===== config.mk =====
export PLATFORM = sky130hd
export DESIGN_NAME = pfs_pad_mux
export DESIGN_NICKNAME = d
export VERILOG_FILES = /design/src/shared/pfs_pkg.sv /design/src/core/pfs_pad_slice.sv /design/src/core/pfs_pad_mux.sv
export VERILOG_INCLUDE_DIRS = /design/src /design/src/shared
export SDC_FILE = /design/constraint.sdc
export NUM_CORES = 1
export LEC_CHECK = 0
export BUFFER_PORTS_ARGS = -buffer_cell sky130_fd_sc_hd__buf_2
export CAP_MARGIN = 20
export CORE_AREA = 10 10 179 181
export CTS_CLUSTER_SIZE = 30
export DETAILED_ROUTE_END_ITERATION = 16
export DIE_AREA = 0 0 189 191
export PLACE_DENSITY_LB_ADDON = 0.12
export RECOVER_POWER = 25
export SYNTH_ARGS = -nofsm -noshare
export SYNTH_HDL_FRONTEND = slang
export SYNTH_SLANG_ARGS = --single-unit

===== constraint.sdc =====
create_clock -name i_core_clk -period 6.1 [get_ports i_core_clk]
set_clock_uncertainty 0.2 [all_clocks]
set_input_delay 0.305 -clock i_core_clk [delete_from_list [all_inputs] [get_ports i_core_clk]]
set_output_delay 0.305 -clock i_core_clk [all_outputs]
set_load 0.01 [all_outputs]

===== src/shared/pfs_cfg.svh =====
`ifndef PFS_CFG_SVH
`define PFS_CFG_SVH

// function-select encodings
`define PFS_SEL_GPIO 4'h0
`define PFS_SEL_WIDTH 4

// direction class encodings
`define PFS_DIR_IN 2'h0
`define PFS_DIR_OUT 2'h1
`define PFS_DIR_BIDIR 2'h2
`define PFS_DIR_OD 2'h3

// low-power pad-state encodings
`define PFS_LP_HIZ 2'h0
`define PFS_LP_PULL 2'h1
`define PFS_LP_DRIVE 2'h2

// reset values
`define PFS_RST_SEL 4'h0
`define PFS_RST_LP 2'h0

`endif


===== src/shared/pfs_pkg.sv =====
package pfs_pkg;

    typedef enum logic [1:0] {
        PFS_PWR_ACTIVE = 2'b00,
        PFS_PWR_LOW_POWER_DEEP_SLEEP = 2'b01,
        PFS_PWR_HIB = 2'b10
    } pfs_pwr_t;

    // per-pad low-power programming
    typedef struct packed {
        logic [1:0] state;
        logic level;
    } pfs_lp_cfg_t;

    // per-pad driver controls
    typedef struct packed {
        logic out;
        logic oe;
        logic pull;
    } pfs_pad_drv_t;

endpackage


===== src/core/pfs_pad_slice.sv =====
`timescale 1ns/1ps
`include "pfs_cfg.svh"

module pfs_pad_slice #(
    parameter int NFUNC = 16
) (
    input wire logic [`PFS_SEL_WIDTH-1:0] i_sel,
    input wire logic [NFUNC-1:0] i_fn_out,
    input wire logic [NFUNC-1:0] i_fn_oe,
    input wire logic [2*NFUNC-1:0] i_dir_class,
    input wire logic [NFUNC-1:0] i_fn_valid,
    input wire logic i_gpio_out,
    input wire logic i_gpio_oe,
    output logic [`PFS_SEL_WIDTH-1:0] o_eff_sel,
    output pfs_pkg::pfs_pad_drv_t o_drv
);
    wire logic sel_ok;
    wire logic [1:0] cls;
    wire logic fo;
    wire logic foe;

    // unused encodings fall back to gpio
    assign sel_ok = (i_sel < NFUNC) && i_fn_valid[i_sel];
    assign o_eff_sel = sel_ok ? i_sel : `PFS_SEL_GPIO;
    assign cls = i_dir_class[2*o_eff_sel +: 2];
    assign fo = (o_eff_sel == `PFS_SEL_GPIO) ? i_gpio_out : i_fn_out[o_eff_sel];
    assign foe = (o_eff_sel == `PFS_SEL_GPIO) ? i_gpio_oe : i_fn_oe[o_eff_sel];

    // driver follows the function's direction class
    always_comb begin
        o_drv = '0;
        unique case (cls)
            `PFS_DIR_IN: begin
                o_drv.oe = 1'b0;
                o_drv.out = 1'b0;
            end
            `PFS_DIR_OUT: begin
                o_drv.oe = 1'b1;
                o_drv.out = fo;
            end
            `PFS_DIR_BIDIR: begin
                o_drv.oe = foe;
                o_drv.out = fo;
            end
            `PFS_DIR_OD: begin
                // open drain only ever pulls low
                o_drv.oe = foe & ~fo;
                o_drv.out = 1'b0;
            end
        endcase
    end
endmodule


===== src/core/pfs_pad_mux.sv =====
`timescale 1ns/1ps
`include "pfs_cfg.svh"

// What this block does
// - after reset every pad shows its gpio function, encoding zero
// - in deep sleep, pads unused by active functions float by default
// - in hibernate all pads float by default
// - software may set each pad to pull or drive in low power
// - each function has fixed direction class; driver obeys it

module pfs_pad_mux #(
    parameter int NPADS = 8,
    parameter int NFUNC = 16,
    parameter logic [2*NFUNC-1:0] DIR_CLASS = {
        {13{`PFS_DIR_IN}}, `PFS_DIR_OUT, `PFS_DIR_OD, `PFS_DIR_BIDIR},
    parameter logic [NFUNC-1:0] FN_VALID = 16'h00FF
) (
    input wire logic i_core_clk,
    input wire logic i_rst_n,
    input wire logic i_cfg_we,
    input wire logic [$clog2(NPADS)-1:0] i_cfg_pad,
    input wire logic [`PFS_SEL_WIDTH-1:0] i_cfg_sel,
    input wire pfs_pkg::pfs_lp_cfg_t i_cfg_lp,
    input wire logic i_cfg_lp_active,
    input wire pfs_pkg::pfs_pwr_t i_pwr_mode,
    input wire logic [NPADS*NFUNC-1:0] i_fn_out,
    input wire logic [NPADS*NFUNC-1:0] i_fn_oe,
    input wire logic [NPADS-1:0] i_gpio_out,
    input wire logic [NPADS-1:0] i_gpio_oe,
    input wire logic [NPADS-1:0] i_pad_in,
    output logic [NPADS-1:0] o_pad_out,
    output logic [NPADS-1:0] o_pad_oe,
    output logic [NPADS-1:0] o_pad_pull,
    output logic [NPADS*`PFS_SEL_WIDTH-1:0] o_pad_sel,
    output logic [NPADS*NFUNC-1:0] o_fn_in
);
    // ----------------------------------------
    // reset release
    // ----------------------------------------
    logic [1:0] rst_sync_r;
    wire logic rst_n;

    always_ff @(posedge i_core_clk or negedge i_rst_n) begin
        if (!i_rst_n) begin
            rst_sync_r <= 2'h0;
        end else begin
            rst_sync_r <= {rst_sync_r[0], 1'b1};
        end
    end
    assign rst_n = rst_sync_r[1];

    // ----------------------------------------
    // configuration storage
    // ----------------------------------------
    logic [`PFS_SEL_WIDTH-1:0] sel_r [NPADS];
    pfs_pkg::pfs_lp_cfg_t lp_r [NPADS];
    logic [NPADS-1:0] lp_act_r;

    always_ff @(posedge i_core_clk or negedge rst_n) begin
        if (!rst_n) begin
            for (int p = 0; p < NPADS; p++) begin
                sel_r[p] <= `PFS_RST_SEL;
                lp_r[p] <= '{state: `PFS_RST_LP, level: 1'b0};
            end
            lp_act_r <= '0;
        end else if (i_cfg_we) begin
            sel_r[i_cfg_pad] <= i_cfg_sel;
            lp_r[i_cfg_pad] <= i_cfg_lp;
            lp_act_r[i_cfg_pad] <= i_cfg_lp_active;
        end
    end

    // ----------------------------------------
    // per-pad selection and low-power override
    // ----------------------------------------
    pfs_pkg::pfs_pad_drv_t drv_act [NPADS];
    pfs_pkg::pfs_pad_drv_t drv_nxt [NPADS];
    logic [`PFS_SEL_WIDTH-1:0] eff_sel [NPADS];
    wire logic low_power_deep_sleep = (i_pwr_mode == pfs_pkg::PFS_PWR_LOW_POWER_DEEP_SLEEP);
    wire logic hib = (i_pwr_mode == pfs_pkg::PFS_PWR_HIB);

    function automatic pfs_pkg::pfs_pad_drv_t lp_drv(input pfs_pkg::pfs_lp_cfg_t c);
        pfs_pkg::pfs_pad_drv_t d;
        d = '0;
        if (c.state == `PFS_LP_PULL) begin
            d.pull = 1'b1;
            d.out = c.level;
        end else if (c.state == `PFS_LP_DRIVE) begin
            d.oe = 1'b1;
            d.out = c.level;
        end
        return d;
    endfunction

    for (genvar p = 0; p < NPADS; p++) begin : g_pad
        pfs_pad_slice #(
            .NFUNC(NFUNC)
        ) u_slice (
            .i_sel(sel_r[p]),
            .i_fn_out(i_fn_out[p*NFUNC +: NFUNC]),
            .i_fn_oe(i_fn_oe[p*NFUNC +: NFUNC]),
            .i_dir_class(DIR_CLASS),
            .i_fn_valid(FN_VALID),
            .i_gpio_out(i_gpio_out[p]),
            .i_gpio_oe(i_gpio_oe[p]),
            .o_eff_sel(eff_sel[p]),
            .o_drv(drv_act[p])
        );

        // sleep state is a software choice per pad; default floats
        always_comb begin
            drv_nxt[p] = drv_act[p];
            if (hib) begin
                drv_nxt[p] = lp_drv(lp_r[p]);
            end else if (low_power_deep_sleep && !lp_act_r[p]) begin
                drv_nxt[p] = lp_drv(lp_r[p]);
            end
        end
    end

    // ----------------------------------------
    // registered pad outputs
    // ----------------------------------------
    // one cycle latency traded for glitch-free pad drivers
    always_ff @(posedge i_core_clk or negedge rst_n) begin
        if (!rst_n) begin
            o_pad_out <= '0;
            o_pad_oe <= '0;
            o_pad_pull <= '0;
            o_pad_sel <= '0;
            o_fn_in <= '0;
        end else begin
            for (int p = 0; p < NPADS; p++) begin
                o_pad_out[p] <= drv_nxt[p].out;
                o_pad_oe[p] <= drv_nxt[p].oe;
                o_pad_pull[p] <= drv_nxt[p].pull;
                o_pad_sel[p*`PFS_SEL_WIDTH +: `PFS_SEL_WIDTH] <= eff_sel[p];
                for (int f = 0; f < NFUNC; f++) begin
                    // only the selected function sees the pad input
                    o_fn_in[p*NFUNC+f] <= (eff_sel[p] == f[`PFS_SEL_WIDTH-1:0])
                        && i_pad_in[p];
                end
            end
        end
    end
endmodule


# Word level (Yosys, flattened, before mapping)

Memories as Yosys holds them, arrays and structs flattened.
Cells that the tools add are included.

Register bits: 250
Word-level logic and storage cells: 537
RAM bits: 0
Latch bits: 0
Input port bits: 296
ROM bits: 128
Memories: 8

Memories:

| name             | depth | width | rd ports | clocked after Yosys merged registers in | wr ports | RTL line            | text |
|---|---|---|---|---|---|---|---|
| (name not given) | 16    | 1     | 1        | 0                                       | 0        | pfs_pad_slice.sv:23 | `assign sel_ok = (i_sel < NFUNC) && i_fn_valid[i_sel];` |
| (name not given) | 16    | 1     | 1        | 0                                       | 0        | pfs_pad_slice.sv:23 |  |
| (name not given) | 16    | 1     | 1        | 0                                       | 0        | pfs_pad_slice.sv:23 |  |
| (name not given) | 16    | 1     | 1        | 0                                       | 0        | pfs_pad_slice.sv:23 |  |
| (name not given) | 16    | 1     | 1        | 0                                       | 0        | pfs_pad_slice.sv:23 |  |
| (name not given) | 16    | 1     | 1        | 0                                       | 0        | pfs_pad_slice.sv:23 |  |
| +2 memories      | -     | -     | -        | -                                       | -        | -                   |  |

Shifts and indexed selects: 8
Bitwise operators: 17
$add $sub $neg: 0
Order comparisons: 20
Reduce and logical (&&, ||, !) cells: 162
Multipliers: 0
Multiplexer cells: 129
Div/mod/pow operators: 0
Equal/unequal tests: 162

Operator list:

| kind                                                       | number |
|---|---|
| equality test 4 bit (second input constant)                | 64 |
| indexed part select 32 x 6 -> 2 bit (first input constant) | 8 |
| logical AND 1 bit                                          | 138 |
| equality test 4 x 3 -> 1 bit (second input constant)       | 32 |
| < comparator 4 x 5 -> 1 bit (second input constant)        | 16 |
| two-way mux 1 bit                                          | 65 |
| binary-select mux 1 bit (select 4 bit)                     | 16 |
| equality test 4 x 2 -> 1 bit (second input constant)       | 16 |
| one-hot mux 2 bit (4 select lines)                         | 8 |
| two-way mux 3 bit                                          | 17 |
| equality test 2 bit (second input constant)                | 25 |
| two-way mux 4 bit                                          | 9 |
| equality test 2 x 1 -> 1 bit (second input constant)       | 17 |
| bitwise mux 32 bit                                         | 1 |
| equality test 4 x 1 -> 1 bit (second input constant)       | 8 |
| zero test 4 bit                                            | 8 |
| bitwise mux 24 bit                                         | 1 |
| zero test 2 bit                                            | 8 |
| two-way mux 2 bit                                          | 8 |
| demux 4 bit (select 3 bit)                                 | 1 |
| demux 3 bit (select 3 bit)                                 | 1 |
| AND 1 bit                                                  | 8 |
| bitwise mux 8 bit                                          | 1 |
| zero test 1 bit                                            | 8 |
| 7 further kinds                                            | 14 |

# Longest topological paths before layout

Gate-level depths: netlist (run 1).

Depth after elaboration: 11
Depth in mapped cells: 6

# Modules after synthesis

A second synthesis (run 1) with hierarchy kept.

Cell total of the unflattened synthesis: 1591
Area, all modules: 16482.1 sq um

Modules (own cells, without submodules):

| module                               | area an instance (sq um) | times used | cells an instance |
|---|---|---|---|
| pfs_pad_mux                          | 8524.4                   | 1          | 584 |
| pfs_pad_slice (g_pad[0].u_slice ...) | 969.7                    | 4          | 121 |
| pfs_pad_slice (g_pad[5].u_slice ...) | 1044.8                   | 3          | 134 |
| pfs_pad_slice (g_pad[4].u_slice)     | 944.7                    | 1          | 121 |

# Least setup slack after synthesis (run 1)

No wires, ideal clock.

Path type: input -> register
From: input i_cfg_pad[1]
To: register lp_act_r[1]
Arrival: 1317 ps
Setup time: 125 ps
Data required time: 5775 ps
Path slack: 4458 ps
Stages on the path: 4
Path through: buf_2 > nand2b_4 > nor3b_4 > mux2_2

Word-level cells in the longest chain between the ends: 5

RTL lines:

| what                                                                                                                   | RTL line          | text |
|---|---|---|
| start, declared                                                                                                        | pfs_pad_mux.sv:21 | `input wire logic [$clog2(NPADS)-1:0] i_cfg_pad,` |
| < comparator 3 x 4 -> 1 bit (implied by the code) / greater-or-equal comparator 3 x 1 -> 1 bit (equally long branches) | pfs_pad_mux.sv:69 | `lp_act_r[i_cfg_pad] <= i_cfg_lp_active;` |
| logical AND 1 bit (implied by the code)                                                                                | pfs_pad_mux.sv:69 |  |
| two-way mux 1 bit (implied by the code)                                                                                | pfs_pad_mux.sv:69 |  |
| demux 1 bit (select 3 bit) (*)                                                                                         | pfs_pad_mux.sv:69 |  |
| bitwise mux 8 bit (*)                                                                                                  | pfs_pad_mux.sv:69 |  |
| end signal, assigned by index                                                                                          | pfs_pad_mux.sv:69 |  |
| end, declared                                                                                                          | pfs_pad_mux.sv:57 | `logic [NPADS-1:0] lp_act_r;` |

Every way passes the cells marked *; elsewhere a longest branch is shown, timed or not.
A chain may end at the register's enable or synchronous reset.

==> impl_summary.log, run 1 <==
[metrics] largest vdd supply drop: ~0.00013 V
[metrics] sequential fraction of the synthesis area: roughly three fifths
[metrics] Worst Path Required: around 6.3 ns
[metrics] initial antenna violation count: 5
[metrics] max-capacitance violation count: 1
[metrics] TritonCTS clock tree: done
[metrics] core area: 28500 um^2
[metrics] maximum clock frequency: 350 MHz
[metrics] worst-case headroom to the max-slew limit: -29.9%
[metrics] number of top-level pins: 480
[metrics] fin area: roughly 9000 um^2
[metrics] Detailed Place HPWL: roughly 16000 um
[metrics] Unique masters post-synth: 48
[metrics] average cell area after synthesis: around 12 um^2
[metrics] most common cell after layout, fill and taps aside: dfrtp_1
[metrics] post-route fraction of the period consumed by the critical path: 46.8%
[metrics] total cell area at the placement stage: 8540 um^2
[metrics] cell-by-cell listing of the critical path: buf_4
[metrics] antenna-violating nets left: 0
[metrics] synthesized cell area: 7480 um^2
[metrics] via count of the first global-routing pass: between 5k and 6k
[metrics] largest stage delay on the critical path: between 1.5 and 2 ns
[metrics] Initial Utilization: roughly a quarter
[metrics] P&R area growth vs syn: 23.2%
[metrics] worst slack after detailed placement: between 4 and 5 ns
[metrics] cell with the largest stage delay on the worst path: dfrtp_1
[metrics] most used flip-flop cell after synthesis: dfrtp_1
[metrics] Setup TNS: 0 ns
[metrics] number of buffers on the longest clock path: 2
[metrics] most frequent cells in the layout: dfrtp_1 (178), buf_2 (177), conb_1 (73)
[metrics] post-DR wirelength/cell: about 18 um
[metrics] CP bufs+invs: 1
[metrics] post-layout net count: 1106
[metrics] Multi-input gate area: roughly 2600 um^2
[metrics] kind of launch point of the worst setup path: flop
[metrics] number of DRC markers after the initial detailed-route iteration: around 190
[metrics] synthesized instance count: around 610
[metrics] maximum number of pins on one net before global-route repair: just over 70
[metrics] overall track demand over capacity in global routing: ~12%
[metrics] post-CTS setup buffer count: 0
[metrics] transition time at the pin with the least slew margin: around 1.9 ns
[metrics] number of I/O port buffers: 180
[metrics] Final Hold Viols: 0
[metrics] status: finished, violations left
[metrics] remaining global-route overflow: 0
[metrics] Lkg Pwr: approximately 0.0046 uW
[metrics] fraction of layout cells with a size suffix above 1: between 30% and 40%
[metrics] global placement routability congestion: 0.724
[metrics] DRC viols: 0
[metrics] Max H-tree Level: 4
[metrics] detailed-route via count: approximately 5k
[metrics] total number of clock tree sinks: between 150 and 200
[metrics] violations in the final reports: capacitance limit, slew limit
[metrics] final core occ: between 30% and 40%
[metrics] Synth Warn #: 0
[metrics] async set-or-reset flop fraction in the synthesized netlist: 100%
[metrics] wire length of the first global-routing pass: around 33000 um
[metrics] TritonCTS buffer count: 17
[metrics] Crit path max-delay family: flip-flops
[metrics] count of filler cells inserted in the layout: roughly 2.9k
[metrics] flip-flop and latch area: approximately 4500 um^2
[metrics] Chip Height: 191 um
[metrics] critical-path maximum fanout: 70
[metrics] clock-pin slew on the worst setup and hold paths: 0.08 ns
[metrics] total wirelength of the detailed-routed design: around 21000 um
[metrics] critical setup path kind: reg2async
[metrics] Pre-antenna DRT Iters: 4
[metrics] setup repair after global routing missed its margin: false
[metrics] final worst setup slack: around 3.2 ns
[metrics] number of standard-cell rows in the floorplan: between 60 and 70
[metrics] die outline width: roughly 190 um
[metrics] final worst path period need: 2.86 ns
[metrics] power per standard cell area: ~350 nW/um^2
[metrics] Setup-failing EPs final: 0
[metrics] Die Outline Area: around 36000 um^2
[metrics] Worst EP arrival: around 3.1 ns
[metrics] Final Slew Violations: 47
[metrics] number of enable flip-flop cells after synthesis: 0
[metrics] worst min path class: in2reg
[metrics] Via density: ~4.2
[metrics] element type at the critical path end: asynchronous set/reset pin
[metrics] Skew-Pair Late Insertion Delay: ~0.43 ns
[metrics] final hold slack: about 0.0015 ns
[metrics] root buffer cell: clkbuf_16
[metrics] number of storage elements in the synthesis netlist: between 150 and 200
registers in the layout, summed over array words and instances (netlist names):
register	flops
lp_act_r	8
lp_r	24
o_fn_in	64
o_pad_oe	8
o_pad_out	8
o_pad_pull	8
o_pad_sel	24
rst_sync_r	2
sel_r	32
synth_stat cells (all sizes together) (14+ instances only):
library cell / instances / area [um^2]
a21oi: 14 / 70.1
buf: 81 / 586
dfrtp: 178 / 4450
inv: 16 / 60.1
mux2: 64 / 724
nand2: 19 / 71.3
nand2b: 25 / 166
nand3: 15 / 75.1
nor2: 35 / 131
nor2b: 19 / 119
nor3: 33 / 181
o21ai: 26 / 130
report_power, final:
part / switching [uW] / internal [uW] / leakage, uW / total (uW)
combinational: 328 / 278 / 0.00206 / 606
sequential: 169 / 1370 / 0.00229 / 1540
clock: 541 / 553 / 0.000289 / 1090
logic make-up after synthesis:
group	after synthesis	share of synthesized area, %
flops	178	59.6
mux	65	9.82
simple gates	187	14.7
other cells	2	0.100
xor+xnor	8	0.937
buf+inv	101	8.84
compound gates	71	6.01
cell type report:
type	count	share of cell area, %
Inverter	16	0.652
Tap cell	384	5.21
Antenna cell	4	0.109
Timing Repair Buffer	193	11.1
Multi-Input combinational cell	404	28.2
Sequential cell	178	48.3
Clock inverter	14	1.74
Clock buffer	18	4.66
per-stage QoR:
step	total power, uW	std cells
2_1_floorplan	1950	683
3_3_place_gp	2180	1164
3_5_place_dp	2180	1164
4_1_cts	3310	1207
5_1_grt	3450	1207
6_report	3240	1211
what timing repair did:
| action | in CTS | in global routing |
|---|---|---|
| hold endpoints to repair | 58 | 0 |
| hold buffers | 11 | 0 |
| resized for setup | 0 | 0 |
metal layers:
metal	up-vias	share of wire [%]	track usage (%)
met4	2	0.69	2.47
met2	225	39	15.4
met1	2452	51	16.7
met5	-	0.094	0
li1	2367	-	-
met3	11	9.1	5.07
worst paths after layout:
path	from	to	slack, ns	cells past startpoint
min reg2reg	rst_sync_r[0]	rst_sync_r[1]	0.17	0
max reg2reg	rst_sync_r[1]	sel_r[25]	3.24	1
min in group asynchronous	i_rst_n	rst_sync_r[0]	0.50	3
min	i_gpio_oe[6]	o_pad_oe[6]	0.002	3
max in group i_core_clk	sel_r[21]	o_pad_oe[2]	4.12	4
max	rst_sync_r[1]	sel_r[25]	3.24	1
Power figures use the tool's default switching activity.
==> run 2, diff against run 1 <==
--- a/config.mk
+++ b/config.mk
@@ -8,10 +8,10 @@
 export LEC_CHECK = 0
 export BUFFER_PORTS_ARGS = -buffer_cell sky130_fd_sc_hd__buf_2
 export CAP_MARGIN = 20
-export CORE_AREA = 10 10 179 181
+export CORE_AREA = 10 10 177 179
 export CTS_CLUSTER_SIZE = 30
 export DETAILED_ROUTE_END_ITERATION = 16
-export DIE_AREA = 0 0 189 191
+export DIE_AREA = 0 0 187 189
 export PLACE_DENSITY_LB_ADDON = 0.12
 export RECOVER_POWER = 25
 export SYNTH_ARGS = -nofsm -noshare
==> constraint.sdc (replaced) <==
create_clock -name i_core_clk -period 2.3 [get_ports i_core_clk]
set_clock_uncertainty 0.2 [all_clocks]
set_input_delay 0.115 -clock i_core_clk [delete_from_list [all_inputs] [get_ports i_core_clk]]
set_output_delay 0.115 -clock i_core_clk [all_outputs]
set_load 0.01 [all_outputs]
==> impl_summary.log, run 2 (synthesized netlist as in run 1, its figures left out) <==
[metrics] status: finished clean
[metrics] CP bufs+invs: 1 (unchanged)
[metrics] number of standard-cell rows in the floorplan: 61 (-1.6%)
[metrics] Worst Path Required: 2.44 ns (-3.90 ns)
[metrics] Hold Path Depth: 4 (+1)
[metrics] worst-case headroom to the max-slew limit: 30.4% (+60 points)
[metrics] kind of launch point of the worst setup path: flop
[metrics] overall power: 8750 uW (+170%)
[metrics] core area: 27600 um^2 (-3.0%)
[metrics] wire length of the first global-routing pass: 34200 um (+4.5%)
[metrics] P&R area growth vs syn: 29.6%
[metrics] cell-by-cell listing of the critical path: or3b_2 > a21oi_1 > o22ai_1 > dlygate4sd3_1 > o21ai_0
[metrics] Via density: 4.13 (-0.99%)
[metrics] cell with the largest stage delay on the worst path: dlygate4sd3_1
[metrics] proportion of power drawn by combinational gates: 20.3% (+1.6 points)
[metrics] die outline width: 187 um (-1.1%)
[metrics] beginning of the worst register-to-register path: sel_r[9]
[metrics] Setup TNS: 0 ns (unchanged)
[metrics] post-route fraction of the period consumed by the critical path: 93.8% (+47 points)
[metrics] largest stage delay on the critical path: 0.56 ns (-1.09 ns)
[metrics] post-layout net count: 1151 (+4.1%)
[metrics] Largest register FFs: 64 (unchanged)
[metrics] Cell Int Power: 5970 uW (+170%)
[metrics] Chip Height: 189 um (-1.0%)
[metrics] fraction of layout cells with a size suffix above 1: 33.9% (-0.15 points)
[metrics] detailed-route via count: 5164 (+2.1%)
[metrics] clock share of power: 33.1% (-0.7 points)
[metrics] critical-path maximum fanout: 7 (-90%)
[metrics] Crit path max-delay family: buffers and inverters
[metrics] Max H-tree Level: 4 (unchanged)
[metrics] TritonCTS buffer count: 17 (unchanged)
[metrics] clock-pin slew on the worst setup and hold paths: 0.07 ns (about the same)
[metrics] power per standard cell area: 903 nW/um^2 (+160%)
[metrics] most frequent cells in the layout: buf_2 (176), dfrtp_1 (173), conb_1 (73)
[metrics] worst min-delay path startpoint: i_cfg_pad[0]
[metrics] sw power: 2780 uW (+170%)
[metrics] worst min path class: in2reg
[metrics] TritonCTS clock tree: done
[metrics] Die Outline Area: 35300 um^2 (-2.1%)
[metrics] element type at the critical path end: flop
[metrics] net switching fraction of the power: 31.8% (-0.29 points)
[metrics] Detailed Place HPWL: 15700 um (+0.69%)
[metrics] remaining global-route overflow: 0 (unchanged)
[metrics] register name with the most flops: o_fn_in
[metrics] Pre-antenna DRT Iters: 4 (unchanged)
[metrics] sequential group share of total power: 46.6% (-0.9 points)
[metrics] final worst path period need: 2.16 ns (-0.699 ns)
[metrics] Lkg Pwr: 0.00483 uW (+4.2%)
[metrics] largest registers: o_fn_in: 64 flops, sel_r: 32 flops
[metrics] setup repair after global routing missed its margin: false
[metrics] global placement routability congestion: 0.702 (-3.1%)
[metrics] register-to-register setup slack: 0.14 ns (-3.10 ns)
[metrics] total number of clock tree sinks: 178 (unchanged)
[metrics] DRC viols: 0 (unchanged)
[metrics] antenna-violating nets left: 0 (unchanged)
[metrics] number of I/O port buffers: 180 (unchanged)
[metrics] most common cell after layout, fill and taps aside: buf_2
[metrics] final std cells w/o fill: 1249 (+3.1%)
[metrics] Initial Utilization: 27.1% (+0.80 points)
[metrics] critical setup path kind: reg2reg
[metrics] Skew-Pair Late Insertion Delay: 0.43 ns (about the same)
[metrics] post-DR wirelength/cell: 17.3 um (-2.0%)
[metrics] post-placement cell count: 1164 (unchanged)
[metrics] Critical R2R Capture: o_pad_oe[5]
[metrics] root buffer cell: clkbuf_16
[metrics] final core occ: 35.1% (+2.7 points)
[metrics] total wirelength of the detailed-routed design: 21600 um (+1.1%)
[metrics] number of top-level pins: 480 (unchanged)
[metrics] start point of the critical path: sel_r[9]
[metrics] maximum number of pins on one net before global-route repair: 51 (-28%)
[metrics] Worst EP arrival: 2.30 ns (-0.79 ns)
[metrics] terminating pin of the worst hold path: sel_r[29]
[metrics] overall track demand over capacity in global routing: 12.3% (+0.72 points)
[metrics] maximum clock frequency: 464 MHz (+32%)
[metrics] initial antenna violation count: 4 (-1)
[metrics] transition time at the pin with the least slew margin: 1.04 ns (-0.904 ns)
[metrics] Setup-failing EPs final: 0 (unchanged)
[metrics] count of cells along the worst register-to-register path: 5 (+4)
[metrics] largest vdd supply drop: 0.000391 V (+190%)
[metrics] Final Hold Viols: 0 (unchanged)
[metrics] via count of the first global-routing pass: 5869 (+6.5%)
[metrics] max-capacitance violation count: 0 (-1)
[metrics] number of DRC markers after the initial detailed-route iteration: 223 (+18%)
[metrics] number of buffers on the longest clock path: 2 (unchanged)
[metrics] Final Slew Violations: 0 (-100%)
run 2: power groups by stage:
stage / Clock, uW / Combinational [uW] / Sequential [uW]
final: 2900 / 1780 / 4070
after detailed placement: 0 / 1670 / 4130
after floorplan: 0 / 1010 / 4160
after CTS: 3000 / 1810 / 4080
after global routing: 3130 / 2010 / 4180
after global placement: 0 / 1660 / 4140
run 2: layout make-up:
type / count / area [um^2]
inverters: 16 / 60.1
multi-input cells: 404 / 2640
flip-flops and latches: 178 / 4460
clock buffers: 18 / 429
diodes: 3 / 7.51
clock inverters: 14 / 163
well taps: 378 / 473
fillers: 2835 / 17900
repair buffers: 238 / 1460
run 2: stage by stage:
step           instance area (um^2)  hold slack (ns)  setup slack (ns)
2_1_floorplan                  7750           -0.381             0.267
3_5_place_dp                   8620           -0.297             0.447
3_3_place_gp                   8620           -0.298             0.454
6_report                       9690           0.0126             0.143
5_1_grt                        9680           0.0245            0.0203
4_1_cts                        9690         0.000536            0.0644
run 2: tightest hold or removal path: cells and delay by family:
kind / cells / cell delay [ns]
and+or+nand+nor: 2 / 0.19
buffers and inverters: 1 / 0.22
AOI/OAI and AO/OA: 1 / 0.06
run 2: worst max path at each step:
stage,end,slack [ns],depth (start not counted)
after detailed placement,o_pad_oe[2],0.45,4
after global placement,o_pad_oe[2],0.45,4
final,o_pad_oe[5],0.14,5
after CTS,o_pad_oe[6],0.06,5
after floorplan,lp_act_r[0],0.27,0
after global routing,o_pad_oe[5],0.02,5
run 2: layer usage:
layer  vias up  track usage [%]  share of wire [%]
met5         -                0              0.060
met4         2             3.63                1.0
met3        17             4.50                7.2
met2       217             17.0                 41
met1      2469             17.3                 51
li1       2459                -                  -
run 2: timing repair:
action                                  in CTS  in global routing
endpoints found under the hold margin      117                  5
endpoints found under the setup margin       0                  5
resized for setup                            0                  8
hold buffers                                48                  1
buffers inserted                             0                  1
==> run 3, diff against run 2 <==
--- a/config.mk
+++ b/config.mk
@@ -8,10 +8,11 @@
 export LEC_CHECK = 0
 export BUFFER_PORTS_ARGS = -buffer_cell sky130_fd_sc_hd__buf_2
 export CAP_MARGIN = 20
-export CORE_AREA = 10 10 177 179
+export CORE_AREA = 2 2 187 189
+export CTS_BUF_LIST = sky130_fd_sc_hd__clkbuf_4
 export CTS_CLUSTER_SIZE = 30
 export DETAILED_ROUTE_END_ITERATION = 16
-export DIE_AREA = 0 0 187 189
+export DIE_AREA = 0 0 189 191
 export PLACE_DENSITY_LB_ADDON = 0.12
 export RECOVER_POWER = 25
 export SYNTH_ARGS = -nofsm -noshare
==> impl_summary.log, run 3 (synthesized netlist as in run 1, its figures left out) <==
[metrics] register name with the most flops: o_fn_in
[metrics] Worst Path Required: 2.66 ns (+0.22 ns)
[metrics] number of DRC markers after the initial detailed-route iteration: 129 (-42%)
[metrics] violations in the final reports: capacitance limit, slew limit
[metrics] TritonCTS buffer count: 17 (unchanged)
[metrics] kind of launch point of the worst setup path: input port
[metrics] sequential group share of total power: 52.3% (+5.7 points)
[metrics] Pre-antenna DRT Iters: 4 (unchanged)
[metrics] die outline width: 189 um (+1.1%)
[metrics] Initial Utilization: 21.9% (-5.1 points)
[metrics] Detailed Place HPWL: 14400 um (-8.8%)
[metrics] Final Slew Violations: 30 (+30)
[metrics] clock share of power: 24.5% (-8.6 points)
[metrics] number of I/O port buffers: 180 (unchanged)
[metrics] proportion of power drawn by combinational gates: 23.2% (+2.9 points)
[metrics] critical-path maximum fanout: 6 (-1)
[metrics] worst min path class: in2reg
[metrics] global placement routability congestion: 0.688 (-2.0%)
[metrics] max-capacitance violation count: 1 (+1)
[metrics] register-to-register setup slack: 0.15 ns (about the same)
[metrics] Chip Height: 191 um (+1.1%)
[metrics] element type at the critical path end: flop
[metrics] remaining global-route overflow: 0 (unchanged)
[metrics] Largest register FFs: 64 (unchanged)
[metrics] number of standard-cell rows in the floorplan: 68 (+11%)
[metrics] clock-pin slew on the worst setup and hold paths: 0.19 ns (+0.12 ns)
[metrics] root buffer cell: clkbuf_4
[metrics] post-placement cell count: 1241 (+6.6%)
[metrics] beginning of the worst register-to-register path: sel_r[5]
[metrics] count of filler cells inserted in the layout: 3604 (+27%)
[metrics] maximum number of pins on one net before global-route repair: 56 (+9.8%)
[metrics] overall track demand over capacity in global routing: 11.5% (-0.81 points)
[metrics] post-layout net count: 1174 (+2.0%)
[metrics] worst-case headroom to the max-slew limit: -1.44% (-32 points)
[metrics] Skew-Pair Late Insertion Delay: 0.59 ns (+0.16 ns)
[metrics] Die Outline Area: 36100 um^2 (+2.1%)
[metrics] total wirelength of the detailed-routed design: 20600 um (-4.5%)
[metrics] Critical R2R Capture: o_pad_oe[6]
[metrics] final worst path period need: 2.23 ns (+0.0701 ns)
[metrics] Worst EP arrival: 2.59 ns (+0.29 ns)
[metrics] total number of clock tree sinks: 178 (unchanged)
[metrics] maximum clock frequency: 449 MHz (-3.1%)
[metrics] net switching fraction of the power: 33.9% (+2.2 points)
[metrics] worst min-delay path startpoint: i_pwr_mode[1]
[metrics] Via density: 3.89 (-6.0%)
[metrics] Lkg Pwr: 0.00483 uW (about the same)
[metrics] final core occ: 28.6% (-6.5 points)
[metrics] count of cells along the worst register-to-register path: 5 (unchanged)
[metrics] via count of the first global-routing pass: 5183 (-12%)
[metrics] critical setup path kind: in2reg
[metrics] most common cell after layout, fill and taps aside: buf_2
[metrics] initial antenna violation count: 3 (-1)
[metrics] P&R area growth vs syn: 30.4%
[metrics] transition time at the pin with the least slew margin: 1.52 ns (+0.478 ns)
[metrics] largest vdd supply drop: 0.000406 V (+3.6%)
[metrics] antenna-violating nets left: 0 (unchanged)
[metrics] setup repair after global routing missed its margin: false
[metrics] core area: 34100 um^2 (+23%)
[metrics] Setup TNS: 0 ns (unchanged)
[metrics] number of buffers on the longest clock path: 2 (unchanged)
[metrics] detailed-route via count: 5243 (+1.5%)
[metrics] final std cells w/o fill: 1349 (+8.0%)
[metrics] power per standard cell area: 798 nW/um^2 (-12%)
[metrics] Setup-failing EPs final: 0 (unchanged)
[metrics] Cell Int Power: 5140 uW (-14%)
[metrics] status: finished, violations left
[metrics] Hold Path Depth: 5 (+1)
[metrics] number of top-level pins: 480 (unchanged)
[metrics] fraction of layout cells with a size suffix above 1: 33.9% (about the same)
[metrics] post-route fraction of the period consumed by the critical path: 96.8% (+3.0 points)
[metrics] Max H-tree Level: 4 (unchanged)
[metrics] sw power: 2640 uW (-4.9%)
[metrics] terminating pin of the worst hold path: o_pad_out[2]
[metrics] largest registers: o_fn_in: 64 flops, sel_r: 32 flops
[metrics] wire length of the first global-routing pass: 31200 um (-8.8%)
[metrics] TritonCTS clock tree: done
[metrics] DRC viols: 0 (unchanged)
[metrics] post-DR wirelength/cell: 15.3 um (-12%)
[metrics] Final Hold Viols: 0 (unchanged)
[metrics] most frequent cells in the layout: buf_2 (180), dfrtp_1 (174), conb_1 (73)
[run 3: cell type report]
cell class              instances  area, um^2  area share [%]
clock inverters                15         186            1.91
diodes                          3        7.51          0.0770
repair buffers                261        1710            17.5
flip-flops and latches        178        4460            45.8
multi-input cells             404        2630            27.0
well taps                     455         569            5.84
clock buffers                  17         128            1.31
inverters                      16        60.1           0.616
[run 3: how the worst max path moves through the flow]
stage                  start      endpoint  slack, ns  depth (start not counted)
2_1_floorplan  rst_sync_r[1]   lp_act_r[0]       0.27                          0
3_3_place_gp       sel_r[21]   o_pad_oe[2]       0.41                          4
3_5_place_dp       sel_r[21]   o_pad_oe[2]       0.44                          4
4_1_cts            sel_r[19]  o_pad_out[3]       0.05                          5
5_1_grt             sel_r[9]   o_pad_oe[5]       0.01                          5
6_report        i_cfg_pad[1]     sel_r[29]       0.07                          8
[run 3: metal layers]
layer	GRT usage (%)	vias to the layer above	wire length [um]
met2	15.9	218	8230
li1	-	2503	-
met4	2.16	2	107
met5	0	-	13
met1	17.0	2513	10700
met3	3.97	7	1510
[run 3: critical path: stages]
cell	delay, ns
dlygate4sd3_1	0.57
buf_2	0.17
nand2b_4	0.18
nor3_4	0.29
nand2_1	0.08
dlygate4sd3_1	0.55
o21ai_0	0.06
dlygate4sd3_1	0.56
[run 3: metrics by stage]
step	hold slack [ns]	total power (uW)	area, um^2	worst slack (ns)
final	0.0775	7780	9750	0.0729
after global routing	0.0306	8320	9740	0.0144
after CTS	0.0282	7930	9700	0.0494
after detailed placement	-0.297	5790	8710	0.440
after global placement	-0.296	5810	8710	0.411
after floorplan	-0.381	5170	7750	0.267
[run 3: power groups by stage]
stage / clock network, uW / logic [uW] / registers [uW]
3_5_place_dp: 0 / 1660 / 4130
3_3_place_gp: 0 / 1660 / 4150
2_1_floorplan: 0 / 1010 / 4160
4_1_cts: 2020 / 1830 / 4080
5_1_grt: 2150 / 2010 / 4160
6_report: 1900 / 1810 / 4070
[run 3: what timing repair did]
action                                  4_1_cts  5_1_grt
resized for setup                             0        5
buffers inserted                              0        6
endpoints found under the hold margin       146        0
hold buffers                                 67        0
endpoints found under the setup margin        0        6
